File: src/hdl/dprcs_pkg.sv
// Purpose: shared constants and types of the dual-port buffer RAM cycle stealer
// Assumes: 125 MHz system clock, 8 MHz expansion bus clock sampled as a pin
// Notes: register offsets are byte addresses on a 32-bit APB slave
`default_nettype none
package dprcs_pkg;
  localparam int APB_AW = 12;
  localparam logic [APB_AW-1:0] CTRL_OFFSET = 12'h000;
  localparam logic [APB_AW-1:0] STATUS_OFFSET = 12'h004;
  localparam logic [APB_AW-1:0] STEAL_CNT_OFFSET = 12'h008;

  // control word layout, shared by the APB word and the host data byte
  localparam int PAGE_LSB = 0;
  localparam int PAGE_W = 4;
  localparam int CTRL_RESET_POS = 4;
  localparam int LOOPBACK_POS = 5;
  localparam int IRQ_CLEAR_POS = 6;
  localparam int CHAN_ATTN_POS = 7;

  // status word layout
  localparam int ST_STATE_LSB = 0;
  localparam int ST_IRQ_POS = 2;
  localparam int ST_SELECT_POS = 3;
  localparam int ST_HOLD_POS = 4;

  localparam logic [PAGE_W-1:0] PAGE_RESET = 4'h0;
  localparam logic CTRL_RESET_RESET = 1'b1;
  localparam logic LOOPBACK_RESET = 1'b0;
  localparam logic CHAN_ATTN_RESET = 1'b0;
  localparam logic [15:0] STEAL_CNT_RESET = 16'h0000;
  localparam int SYNC_STAGES = 3;

  typedef enum logic [1:0] {
    DPRCS_IDLE,
    DPRCS_SETUP,
    DPRCS_ACCESS,
    DPRCS_RELEASE
  } dprcs_state_t;

  // host cycle target, decoded outside from the card address
  typedef enum logic [1:0] {
    DPRCS_TGT_RAM,
    DPRCS_TGT_PROM,
    DPRCS_TGT_REGS,
    DPRCS_TGT_NONE
  } dprcs_target_t;

  typedef struct packed {
    logic psel;
    logic penable;
    logic pwrite;
    logic [APB_AW-1:0] paddr;
    logic [31:0] pwdata;
  } dprcs_apb_req_t;

  typedef struct packed {
    logic [31:0] prdata;
    logic pready;
    logic pslverr;
  } dprcs_apb_rsp_t;

  // host expansion bus pins, all asynchronous to clk
  typedef struct packed {
    logic bus_clock;
    logic podule_select;
    logic read_not_write;
    dprcs_target_t target;
    logic [7:0] wdata;
  } dprcs_host_pins_t;

  typedef struct packed {
    logic host_bufs_enable;
    logic ctrl_bufs_enable;
    logic buffer_write_strobe_n;
    logic ram_output_enable;
    logic id_prom_output_enable;
    logic ctrl_ready;
  } dprcs_ram_ctl_t;
endpackage
`default_nettype wire

File: src/hdl/dprcs_pin_sync.sv
// Purpose: three-stage pin synchroniser with agreement filter
// Assumes: input is asynchronous to clk
// Notes: output follows only when stages two and three agree
`default_nettype none
module dprcs_pin_sync #(
  parameter int WIDTH = 1,
  parameter logic [WIDTH-1:0] RESET_VALUE = '0
) (
  input wire logic clk,
  input wire logic srst,
  input wire logic [WIDTH-1:0] pin,
  output logic [WIDTH-1:0] level
);
  typedef struct packed {
    logic [WIDTH-1:0] s1;
    logic [WIDTH-1:0] s2;
    logic [WIDTH-1:0] s3;
    logic [WIDTH-1:0] out;
  } dprcs_sync_t;

  dprcs_sync_t state_reg;
  dprcs_sync_t state_next;

  always_comb
  begin
    state_next = state_reg;
    state_next.s1 = pin;
    state_next.s2 = state_reg.s1;
    state_next.s3 = state_reg.s2;
    // per bit: a change counts once the later two stages agree
    for (int i = 0; i < WIDTH; i++)
    begin
      if (state_reg.s2[i] == state_reg.s3[i])
      begin
        state_next.out[i] = state_reg.s3[i];
      end
    end
  end

  always_ff @(posedge clk)
  begin
    if (srst)
    begin
      state_reg <= '{s1: RESET_VALUE, s2: RESET_VALUE, s3: RESET_VALUE, out: RESET_VALUE};
    end
    else
    begin
      state_reg <= state_next;
    end
  end

  assign level = state_reg.out;
endmodule
`default_nettype wire

File: src/hdl/dprcs_irq_latch.sv
// Purpose: turns the controller's edge-style interrupt into a held level
// Assumes: irq and clear are synchronous to clk
// Notes: a set in the clear cycle wins; re-arming waits for irq to drop
`default_nettype none
module dprcs_irq_latch (
  input wire logic clk,
  input wire logic srst,
  input wire logic irq,
  input wire logic set_window,
  input wire logic clear,
  output logic latched
);
  typedef struct packed {
    logic held;
    logic armed;
  } dprcs_latch_t;

  dprcs_latch_t state_reg;
  dprcs_latch_t state_next;

  always_comb
  begin
    state_next = state_reg;
    if (clear)
    begin
      state_next.held = 1'b0;
      state_next.armed = 1'b0;
    end
    // an interrupt still standing at clear must drop before it may latch again
    if (!irq)
    begin
      state_next.armed = 1'b1;
    end
    if (irq && state_reg.armed && set_window)
    begin
      state_next.held = 1'b1;
    end
  end

  always_ff @(posedge clk)
  begin
    if (srst)
    begin
      state_reg <= '{held: 1'b0, armed: 1'b1};
    end
    else
    begin
      state_reg <= state_next;
    end
  end

  assign latched = state_reg.held;
endmodule
`default_nettype wire

File: src/hdl/dprcs_cycle_stealer.sv
// Purpose: cycle-stealing arbiter between host and network controller on a shared buffer RAM
// Assumes: host bus, hard reset, bus request and interrupt pins asynchronous to clk, APB synchronous; expansion bus clock below clk/4
// Notes: state advances on filtered falling edges of the expansion bus clock
`default_nettype none
module dprcs_cycle_stealer #(
  parameter int STEAL_CNT_W = 16
) (
  input wire logic clk,
  input wire logic srst,
  input wire logic hard_reset_n,
  input wire dprcs_pkg::dprcs_host_pins_t host_pins,
  input wire logic ctrl_bus_request,
  input wire logic ctrl_irq,
  input wire dprcs_pkg::dprcs_apb_req_t apb_req,
  output dprcs_pkg::dprcs_apb_rsp_t apb_rsp,
  output dprcs_pkg::dprcs_ram_ctl_t ram_ctl,
  output logic [dprcs_pkg::PAGE_W-1:0] page_select,
  output logic controller_reset_bit,
  output logic loopback_bit,
  output logic chan_attn_bit,
  output logic bus_grab_grant,
  output logic card_level_irq
);
  localparam int PIN_W = $bits(dprcs_pkg::dprcs_host_pins_t) + 3;

  typedef struct packed {
    dprcs_pkg::dprcs_state_t st;
    logic served;
    logic bus_clock_prev;
    logic [dprcs_pkg::PAGE_W-1:0] page;
    logic ctrl_reset;
    logic loopback;
    logic irq_clear;
    logic chan_attn;
    logic [STEAL_CNT_W-1:0] steal_cnt;
    dprcs_pkg::dprcs_ram_ctl_t ram;
    logic grant;
    logic irq_out;
    dprcs_pkg::dprcs_apb_rsp_t rsp;
  } dprcs_core_t;

  dprcs_core_t state_reg;
  dprcs_core_t state_next;

  logic [PIN_W-1:0] pins_raw;
  logic [PIN_W-1:0] pins_level;
  dprcs_pkg::dprcs_host_pins_t host;
  logic hard_reset_n_s;
  logic bus_request_s;
  logic irq_s;
  logic irq_latched;
  logic bus_fall;
  logic apb_access;
  logic apb_write;
  logic apb_known;
  logic host_reg_write;

  assign pins_raw = {host_pins, hard_reset_n, ctrl_bus_request, ctrl_irq};

  // one synchroniser for every asynchronous pin keeps their delays equal
  dprcs_pin_sync #(
    .WIDTH(PIN_W),
    .RESET_VALUE({{(PIN_W - 3){1'b0}}, 3'b100})
  ) u_pin_sync (
    .clk(clk),
    .srst(srst),
    .pin(pins_raw),
    .level(pins_level)
  );

  assign host = pins_level[PIN_W-1:3];
  assign hard_reset_n_s = pins_level[2];
  assign bus_request_s = pins_level[1];
  assign irq_s = pins_level[0];

  assign bus_fall = state_reg.bus_clock_prev && !host.bus_clock;

  assign apb_access = apb_req.psel && apb_req.penable && state_reg.rsp.pready;
  assign apb_write = apb_access && apb_req.pwrite;
  assign apb_known = (apb_req.paddr == dprcs_pkg::CTRL_OFFSET)
                  || (apb_req.paddr == dprcs_pkg::STATUS_OFFSET)
                  || (apb_req.paddr == dprcs_pkg::STEAL_CNT_OFFSET);

  assign host_reg_write = bus_fall && (state_reg.st == dprcs_pkg::DPRCS_ACCESS)
                       && (host.target == dprcs_pkg::DPRCS_TGT_REGS) && !host.read_not_write;

  dprcs_irq_latch u_irq_latch (
    .clk(clk),
    .srst(srst),
    .irq(irq_s),
    .set_window(state_reg.st == dprcs_pkg::DPRCS_IDLE),
    .clear(state_reg.irq_clear),
    .latched(irq_latched)
  );

  always_comb
  begin
    state_next = state_reg;
    state_next.bus_clock_prev = host.bus_clock;
    // interrupt clear acts for one cycle only
    state_next.irq_clear = 1'b0;
    state_next.grant = bus_request_s;
    state_next.irq_out = irq_latched;

    if (!host.podule_select)
    begin
      state_next.served = 1'b0;
    end

    if (bus_fall)
    begin
      case (state_reg.st)
        dprcs_pkg::DPRCS_IDLE:
        begin
          if (host.podule_select && !state_reg.served)
          begin
            state_next.st = dprcs_pkg::DPRCS_SETUP;
            state_next.served = 1'b1;
          end
        end
        dprcs_pkg::DPRCS_SETUP:
        begin
          state_next.st = dprcs_pkg::DPRCS_ACCESS;
        end
        dprcs_pkg::DPRCS_ACCESS:
        begin
          state_next.st = dprcs_pkg::DPRCS_RELEASE;
          state_next.steal_cnt = state_reg.steal_cnt + 1'b1;
        end
        dprcs_pkg::DPRCS_RELEASE:
        begin
          state_next.st = dprcs_pkg::DPRCS_IDLE;
        end
        default:
        begin
          state_next.st = dprcs_pkg::DPRCS_IDLE;
        end
      endcase
    end

    if (!hard_reset_n_s)
    begin
      state_next.st = dprcs_pkg::DPRCS_IDLE;
    end

    state_next.ram.host_bufs_enable = (state_next.st == dprcs_pkg::DPRCS_SETUP)
                                   || (state_next.st == dprcs_pkg::DPRCS_ACCESS);
    state_next.ram.ctrl_bufs_enable = !state_next.ram.host_bufs_enable;
    state_next.ram.ctrl_ready = (state_next.st == dprcs_pkg::DPRCS_IDLE);
    state_next.ram.buffer_write_strobe_n = !((state_next.st == dprcs_pkg::DPRCS_ACCESS)
                                          && (host.target == dprcs_pkg::DPRCS_TGT_RAM)
                                          && !host.read_not_write);
    state_next.ram.ram_output_enable = (state_next.st == dprcs_pkg::DPRCS_ACCESS)
                                    && (host.target == dprcs_pkg::DPRCS_TGT_RAM)
                                    && host.read_not_write;
    state_next.ram.id_prom_output_enable = (state_next.st == dprcs_pkg::DPRCS_ACCESS)
                                        && (host.target == dprcs_pkg::DPRCS_TGT_PROM)
                                        && host.read_not_write;

    if (host_reg_write)
    begin
      state_next.page = host.wdata[dprcs_pkg::PAGE_LSB +: dprcs_pkg::PAGE_W];
      state_next.ctrl_reset = host.wdata[dprcs_pkg::CTRL_RESET_POS];
      state_next.loopback = host.wdata[dprcs_pkg::LOOPBACK_POS];
      state_next.irq_clear = host.wdata[dprcs_pkg::IRQ_CLEAR_POS];
      state_next.chan_attn = host.wdata[dprcs_pkg::CHAN_ATTN_POS];
    end
    else if (apb_write && (apb_req.paddr == dprcs_pkg::CTRL_OFFSET))
    begin
      state_next.page = apb_req.pwdata[dprcs_pkg::PAGE_LSB +: dprcs_pkg::PAGE_W];
      state_next.ctrl_reset = apb_req.pwdata[dprcs_pkg::CTRL_RESET_POS];
      state_next.loopback = apb_req.pwdata[dprcs_pkg::LOOPBACK_POS];
      state_next.irq_clear = apb_req.pwdata[dprcs_pkg::IRQ_CLEAR_POS];
      state_next.chan_attn = apb_req.pwdata[dprcs_pkg::CHAN_ATTN_POS];
    end

    // apb: no wait cycle, answer ready in the first access cycle
    state_next.rsp.pready = apb_req.psel && !apb_req.penable && !state_reg.rsp.pready;
    state_next.rsp.pslverr = apb_req.psel && !apb_req.penable && !state_reg.rsp.pready && !apb_known;
    state_next.rsp.prdata = 32'h0000_0000;
    if (apb_req.psel && !apb_req.penable && !apb_req.pwrite)
    begin
      case (apb_req.paddr)
        dprcs_pkg::CTRL_OFFSET:
        begin
          state_next.rsp.prdata[dprcs_pkg::PAGE_LSB +: dprcs_pkg::PAGE_W] = state_reg.page;
          state_next.rsp.prdata[dprcs_pkg::CTRL_RESET_POS] = state_reg.ctrl_reset;
          state_next.rsp.prdata[dprcs_pkg::LOOPBACK_POS] = state_reg.loopback;
          state_next.rsp.prdata[dprcs_pkg::CHAN_ATTN_POS] = state_reg.chan_attn;
        end
        dprcs_pkg::STATUS_OFFSET:
        begin
          state_next.rsp.prdata[dprcs_pkg::ST_STATE_LSB +: 2] = state_reg.st;
          state_next.rsp.prdata[dprcs_pkg::ST_IRQ_POS] = state_reg.irq_out;
          state_next.rsp.prdata[dprcs_pkg::ST_SELECT_POS] = host.podule_select;
          state_next.rsp.prdata[dprcs_pkg::ST_HOLD_POS] = state_reg.grant;
        end
        dprcs_pkg::STEAL_CNT_OFFSET:
        begin
          state_next.rsp.prdata[STEAL_CNT_W-1:0] = state_reg.steal_cnt;
        end
        default:
        begin
          state_next.rsp.prdata = 32'h0000_0000;
        end
      endcase
    end
    else if (state_reg.rsp.pready || apb_req.penable)
    begin
      state_next.rsp.prdata = state_reg.rsp.prdata;
    end
  end

  always_ff @(posedge clk)
  begin
    if (srst)
    begin
      state_reg.st <= dprcs_pkg::DPRCS_IDLE;
      state_reg.served <= 1'b0;
      state_reg.bus_clock_prev <= 1'b0;
      state_reg.page <= dprcs_pkg::PAGE_RESET;
      state_reg.ctrl_reset <= dprcs_pkg::CTRL_RESET_RESET;
      state_reg.loopback <= dprcs_pkg::LOOPBACK_RESET;
      state_reg.irq_clear <= 1'b0;
      state_reg.chan_attn <= dprcs_pkg::CHAN_ATTN_RESET;
      state_reg.steal_cnt <= STEAL_CNT_W'(dprcs_pkg::STEAL_CNT_RESET);
      state_reg.ram <= '{host_bufs_enable: 1'b0, ctrl_bufs_enable: 1'b1, buffer_write_strobe_n: 1'b1,
                         ram_output_enable: 1'b0, id_prom_output_enable: 1'b0, ctrl_ready: 1'b1};
      state_reg.grant <= 1'b0;
      state_reg.irq_out <= 1'b0;
      state_reg.rsp <= '{prdata: 32'h0000_0000, pready: 1'b0, pslverr: 1'b0};
    end
    else
    begin
      state_reg <= state_next;
    end
  end

  assign apb_rsp = state_reg.rsp;
  assign ram_ctl = state_reg.ram;
  assign page_select = state_reg.page;
  assign controller_reset_bit = state_reg.ctrl_reset;
  assign loopback_bit = state_reg.loopback;
  assign chan_attn_bit = state_reg.chan_attn;
  assign bus_grab_grant = state_reg.grant;
  assign card_level_irq = state_reg.irq_out;
endmodule
`default_nettype wire

File: config.mk
export PLATFORM = sky130hd
export DESIGN_NAME = dprcs_cycle_stealer
export DESIGN_NICKNAME = d
export VERILOG_FILES = /design/src/hdl/dprcs_pkg.sv /design/src/hdl/dprcs_pin_sync.sv /design/src/hdl/dprcs_irq_latch.sv /design/src/hdl/dprcs_cycle_stealer.sv
export SDC_FILE = /design/constraint.sdc
export NUM_CORES = 1
export LEC_CHECK = 0
export ABC_AREA = 1
export BUFFER_PORTS_ARGS = -buffer_cell sky130_fd_sc_hd__clkbuf_2
export CAP_MARGIN = 0
export CORE_ASPECT_RATIO = 1.1
export CORE_MARGIN = 2
export CORE_UTILIZATION = 54
export DETAILED_ROUTE_END_ITERATION = 8
export PLACE_DENSITY = 0.8
export SETUP_SLACK_MARGIN = 0.2
export SYNTH_ARGS = -nofsm -noshare
export SYNTH_HDL_FRONTEND = slang
export SYNTH_HIERARCHICAL = 1
export SYNTH_SLANG_ARGS = --single-unit
File: constraint.sdc
create_clock -name clk -period 2 [get_ports clk]
set_input_delay 0.2 -clock clk [delete_from_list [all_inputs] [get_ports clk]]
set_output_delay 0.2 -clock clk [all_outputs]
set_load 0.1 [all_outputs]
[Word level (Yosys, flattened, before mapping)]
Index checks and enable logic that the tools add are counted.
Widths: inputs -> output; s select.
Storage, ports and cells
  bits in registers: 120
  input bits: 65
  output and inout port bits: 49
  word-level logic and storage cells: 127
Cells by class
  $add $sub $neg: 1
  eq/ne operators: 26
  muxes and demuxes: 17
  bitwise operators: 1
  reductions and logical operators: 41
Operators with widths (count)
  $mux 16: 2
  $mux 8: 3
  $logic_and 1x1->1: 20
  $add 16x1->16 const B: 1
  $eq 1x1->1: 16
  $pmux 5 s3: 1
  $eq 12x3->1 const B: 1
  $eq 12x4->1 const B: 1
  $logic_not 12->1: 1
  $logic_not 1->1: 9
  $eq 2x2->1 const B: 4
  $pmux 2 s4: 1
  $eq 2x1->1 const B: 3
  $logic_not 2->1: 3
  $mux 3: 2
  $logic_or 1x1->1: 4
  $mux 1: 4
  $mux 2: 2
  $pmux 1 s2: 2
  $reduce_bool 2->1: 2
  $ne 2x2->1 const B: 1
  $reduce_and 2->1: 1
  $reduce_or 2->1: 1
  $not 1->1: 1

[Longest topological paths before layout]
  word-level depth: 10
  gate-level depth with buffers: 11
  mapped depth without buffers: 11

[Cells and area by module]
Netlist, hierarchy kept.
By module, submodules not included
  dprcs_cycle_stealer: times used 1, cells an instance 401, area an instance 2871.5 sq um, sequential area each 1081.0 sq um
  dprcs_pin_sync: times used 1, cells an instance 233, area an instance 2040.7 sq um, sequential area each 1281.2 sq um
  dprcs_irq_latch: times used 1, cells an instance 8, area an instance 72.6 sq um, sequential area each 40.0 sq um

[Worst setup path before layout]
Ideal clock, no wire load.
  kind: flip-flop to flip-flop
  start: register state_reg[68] (netlist name)
  end: register state_reg, in the netlist ram_ctl[1]
  library setup time: 0.064 ns
  arrival: 1.629 ns
  path slack: 0.307 ns
  cell stages (with the launch flop): 9
  path buffers: 0
  period minus slack after synthesis: 1.693 ns
  cells stage by stage: dfxtp_1 inv_1 ha_1 o311ai_0 ha_1 inv_1 nor2_1 nand3_1 nor2_1
On the way
  longest elaborated chain between the ends: 7
  elaborated cells between the ends (all ways): 11
RTL lines
  from (decl): RTL line dprcs_cycle_stealer.sv:42  | dprcs_core_t state_reg;
  from (signal assigned): RTL line dprcs_cycle_stealer.sv:235  | state_reg <= state_next;
  $eq 2x2->1 (tied with other cells): RTL line dprcs_cycle_stealer.sv:112  | case (state_reg.st)
  $pmux 2 s4: RTL line dprcs_cycle_stealer.sv:112
  $mux 3 *: RTL line dprcs_cycle_stealer.sv:110  | if (bus_fall)
  $mux 2 *: RTL line dprcs_cycle_stealer.sv:141  | if (!hard_reset_n_s)
  $eq 2x2->1 *: RTL line dprcs_cycle_stealer.sv:156  | state_next.ram.id_prom_output_enable = (state_next.st == dprcs_pkg::DPRCS_ACCESS)
  $logic_and 1x1->1 *: RTL line dprcs_cycle_stealer.sv:157  | && (host.target == dprcs_pkg::DPRCS_TGT_PROM)
  $logic_and 1x1->1 *: RTL line dprcs_cycle_stealer.sv:158  | && host.read_not_write;
Every way passes the cells marked *; elsewhere a longest branch is shown, timed or not.
A chain may end at the register's enable or synchronous reset.

[Worst setup path after layout]
  start: register state_reg[68] (netlist name)
  end: register state_reg[54] (netlist name)
On the way
  longest elaborated chain between the ends: 2
RTL lines (RTL line)
  $eq 2x2->1: dprcs_cycle_stealer.sv:112
  $reduce_and 2->1 (no source line)
Every way passes these cells.

==> impl_results.md <==
- Pwr Density: 1010 mW/mm^2
- Worst hold-check path type: in -> reg
- Number of clock sinks: 120
- Number of DRC markers after the initial detailed-route iteration: 176
- Post-synthesis instance total: 642
- CTS Buf Count: 17
- Achievable clock frequency: 0.605 GHz
- Endpoint class of the critical path: register
- Post-DR wirelength/cell: 11.7 um
- Seq/Total Area, Yosys: 48.2%
- Antenna violations before repair: 0
- Area delta synth->final: 18.5%
- Required arrival time at the worst endpoint: 2410 ps
- Combinational cell fraction of total power: 5.7%
- Fraction of final layout cells sized beyond drive strength 1: 20.5%
- Seq cells post-synth: 120
- Clock-pin slew of the registers on the worst-case setup and hold paths: 60 ps
- Via count of the first global-routing pass: 3703
- Share of total power consumed by net switching: 23.5%
- Area of the core: 0.00892 mm^2
- Clock network fraction of design power: 53.2%
- Status: complete, no violations
- Post-layout min period: 1650 ps
- Distinct cell type count after synthesis: 36
- Type of the setup path with the least slack: reg -> reg
- Worst slew slack as a fraction of its limit: 57.8%
- Post-placement setup slack: 140 ps
- Total leakage power: 2.53 nW
- Minimum setup slack in the final design: 347 ps
- Post-detailed-placement half-perimeter wirelength: 6.41 mm
- Post-detailed-route DRC marker count: 0
- Crit share post-route: 82.6%
- CTS max path bufs: 2
- Max Cap Violations: 0
- Syn avg cell area: 7.76 um^2
- Via density per instance: 4.82
- Max FFs per register: 32
- Worst setup SP type: register
- Net switching power figure: 1.40 mW
- Clock Skews: 8.23 ps
- Global route total overflow: 0
- Maximum number of pins on one net before global-route repair: 42
- Clock insertion delay at the later pin of the skew report: 520 ps
- Worst Hold Slack: 16.7 ps
- Max VDD drop: 593 uV
- GR Util All Layers: 19.9%
- Async set or reset register ratio after synthesis: 0%
- Final design area excluding fillers: 0.00591 mm^2
- Largest driver fanout on the critical path: 5
- Unrepaired setup endpoints after global routing: no
- Final weighted congestion in routability-driven placement: 0.835
- Global-route wire length before repair: 15.6 mm
- Most used DFF post-synth: dfxtp_1
- Clock root buffer master: clkbuf_8
- Floorplan die area: 0.0100 mm^2
- DR vias: 3978
- Number of routed nets with antenna violations: 0
- Sum of negative setup slack: 0 ps
- Die Width: 95.6 um
- Starting utilization of the core area: 55.9%
- Final count of hold timing violations: 0
- Cell area after technology mapping: 0.00498 mm^2
- Yosys Warn Count: 6
- Pin slew with the least headroom to its limit: 633 ps
- Cell-internal power: 4.57 mW
- Number of buffers added on ports: 73
- Clock tree from TritonCTS: built
- Number of levels in the clock H-tree: 4
- Final-report setup violation count: 0
- Final layout net count: 768
- Number of flops mapped to enable cells by yosys: 0
- Arr. time, crit path: 2060 ps
- Relative contribution of sequential cells to total power: 41.1%
- Cell area after placement: 0.00502 mm^2
- Wire length after detailed routing: 9.63 mm
- FP Rows: 36
- N_diodes: 0
- First-pass iteration count of the detailed router: 5
- Total count of max-transition violations in the final report: 0
- Pwr Total: 5.97 mW
- Die H: 105 um
- Number of ports placed on the die boundary: 114
-- worst max-delay path, cell delays in order, from the launching register on --
cell,delay [ps]
dfxtp_1,330
inv_2,100
ha_2,220
inv_1,80
nor2_4,200
nand3_2,130
nor2_1,180
nand2_1,100
nor3_1,130
nor2_1,70
-- metal layers --
| metal | global-route usage [%] | routed length, um | vias to the layer above | part of all wire, % |
|---|---|---|---|---|
| met4 | 9.39 | 183 | 0 | 1.9 |
| met1 | 21.0 | 3870 | 1786 | 40 |
| li1 | - | - | 2030 | - |
| met5 | 0 | 0 | - | 0 |
| met3 | 5.84 | 618 | 18 | 6.4 |
| met2 | 35.3 | 4950 | 144 | 51 |
-- worst paths after layout --
kind                                                      startpoint  cells past startpoint  slack (ps)                                    to
worst min-delay path                                     apb_req[46]                      3          20                 apb_rsp[1]$_SDFF_PP0_
worst max-delay path                        state_reg[68]$_SDFF_PP0_                      9         350            state_reg[54]$_SDFFE_PP0N_
worst max register to register              state_reg[68]$_SDFF_PP0_                      9         350            state_reg[54]$_SDFFE_PP0N_
worst min register to register  u_pin_sync/state_next[42]$_SDFF_PP0_                      2         400  u_pin_sync/state_next[26]$_SDFF_PP0_
-- metrics by stage --
stage,util [%],instances
floorplan,-,657
global placement,56.3,773
detailed placement,56.3,773
CTS,65.3,823
global route,66.3,825
finish,66.3,825
-- what timing repair did --
action / in CTS / in global routing
buffers inserted: 0 / 1
pin swaps: 0 / 3
cloned: 0 / 1
hold endpoints to repair: 18 / 0
setup endpoints to repair: 4 / 15
hold buffers: 18 / 0
resized for setup: 1 / 12
-- logic make-up (layout without fill, tap and decap cells) --
kind of cell,Yosys count,count (layout),synth area share (%)
buffers and inverters,172,225,18.6
and+or+nand+nor,264,265,23.3
DFF,120,120,48.2
other,1,16,0.0752
AOI/OAI and AO/OA,80,80,8.61
adders and majority gates,5,5,1.26
-- cell usage after synthesis (all sizes together) (2+ instances only) --
master | n | area share, %
clkbuf | 4 | 0.30
nor2 | 126 | 10
nand3 | 34 | 3.9
ha | 5 | 1.3
or2 | 3 | 0.38
o21ai | 22 | 2.2
a31oi | 3 | 0.38
nand4 | 3 | 0.38
nand2 | 86 | 6.6
dfxtp | 120 | 48
a211oi | 2 | 0.30
nor3 | 8 | 1.0
buf | 72 | 11
inv | 96 | 7.2
a21oi | 49 | 5.1
-- cell usage in the layout (no fill, tap or decap), drive strengths merged, types with 6 or more instances in the layout --
master       synthesis  layout
clkbuf               4      90
nand3               34      35
inv                 96     102
dlygate4sd3          0      18
a21oi               49      49
o21ai               22      22
nand2               86      86
nor2               126     126
nor3                 8       8
dfxtp              120     120
buf                 72       6
conb                 1      16
-- power by group through the flow --
stage          clock, mW  combinational [mW]  sequential [mW]
2_1_floorplan          0               0.278             2.50
3_3_place_gp           0               0.305             2.50
3_5_place_dp           0               0.312             2.50
4_1_cts             3.22               0.341             2.45
5_1_grt             3.32               0.368             2.46
6_report            3.18               0.341             2.45
-- layout make-up --
type / count / area, um^2
clock buffer: 17 / 414
clock inverter: 15 / 213
fill: 721 / 3010
inverter: 96 / 360
multi-input combinational: 366 / 1770
sequential: 120 / 2400
tap: 114 / 143
timing repair buffer: 97 / 603
Power figures use the tool's default switching activity.
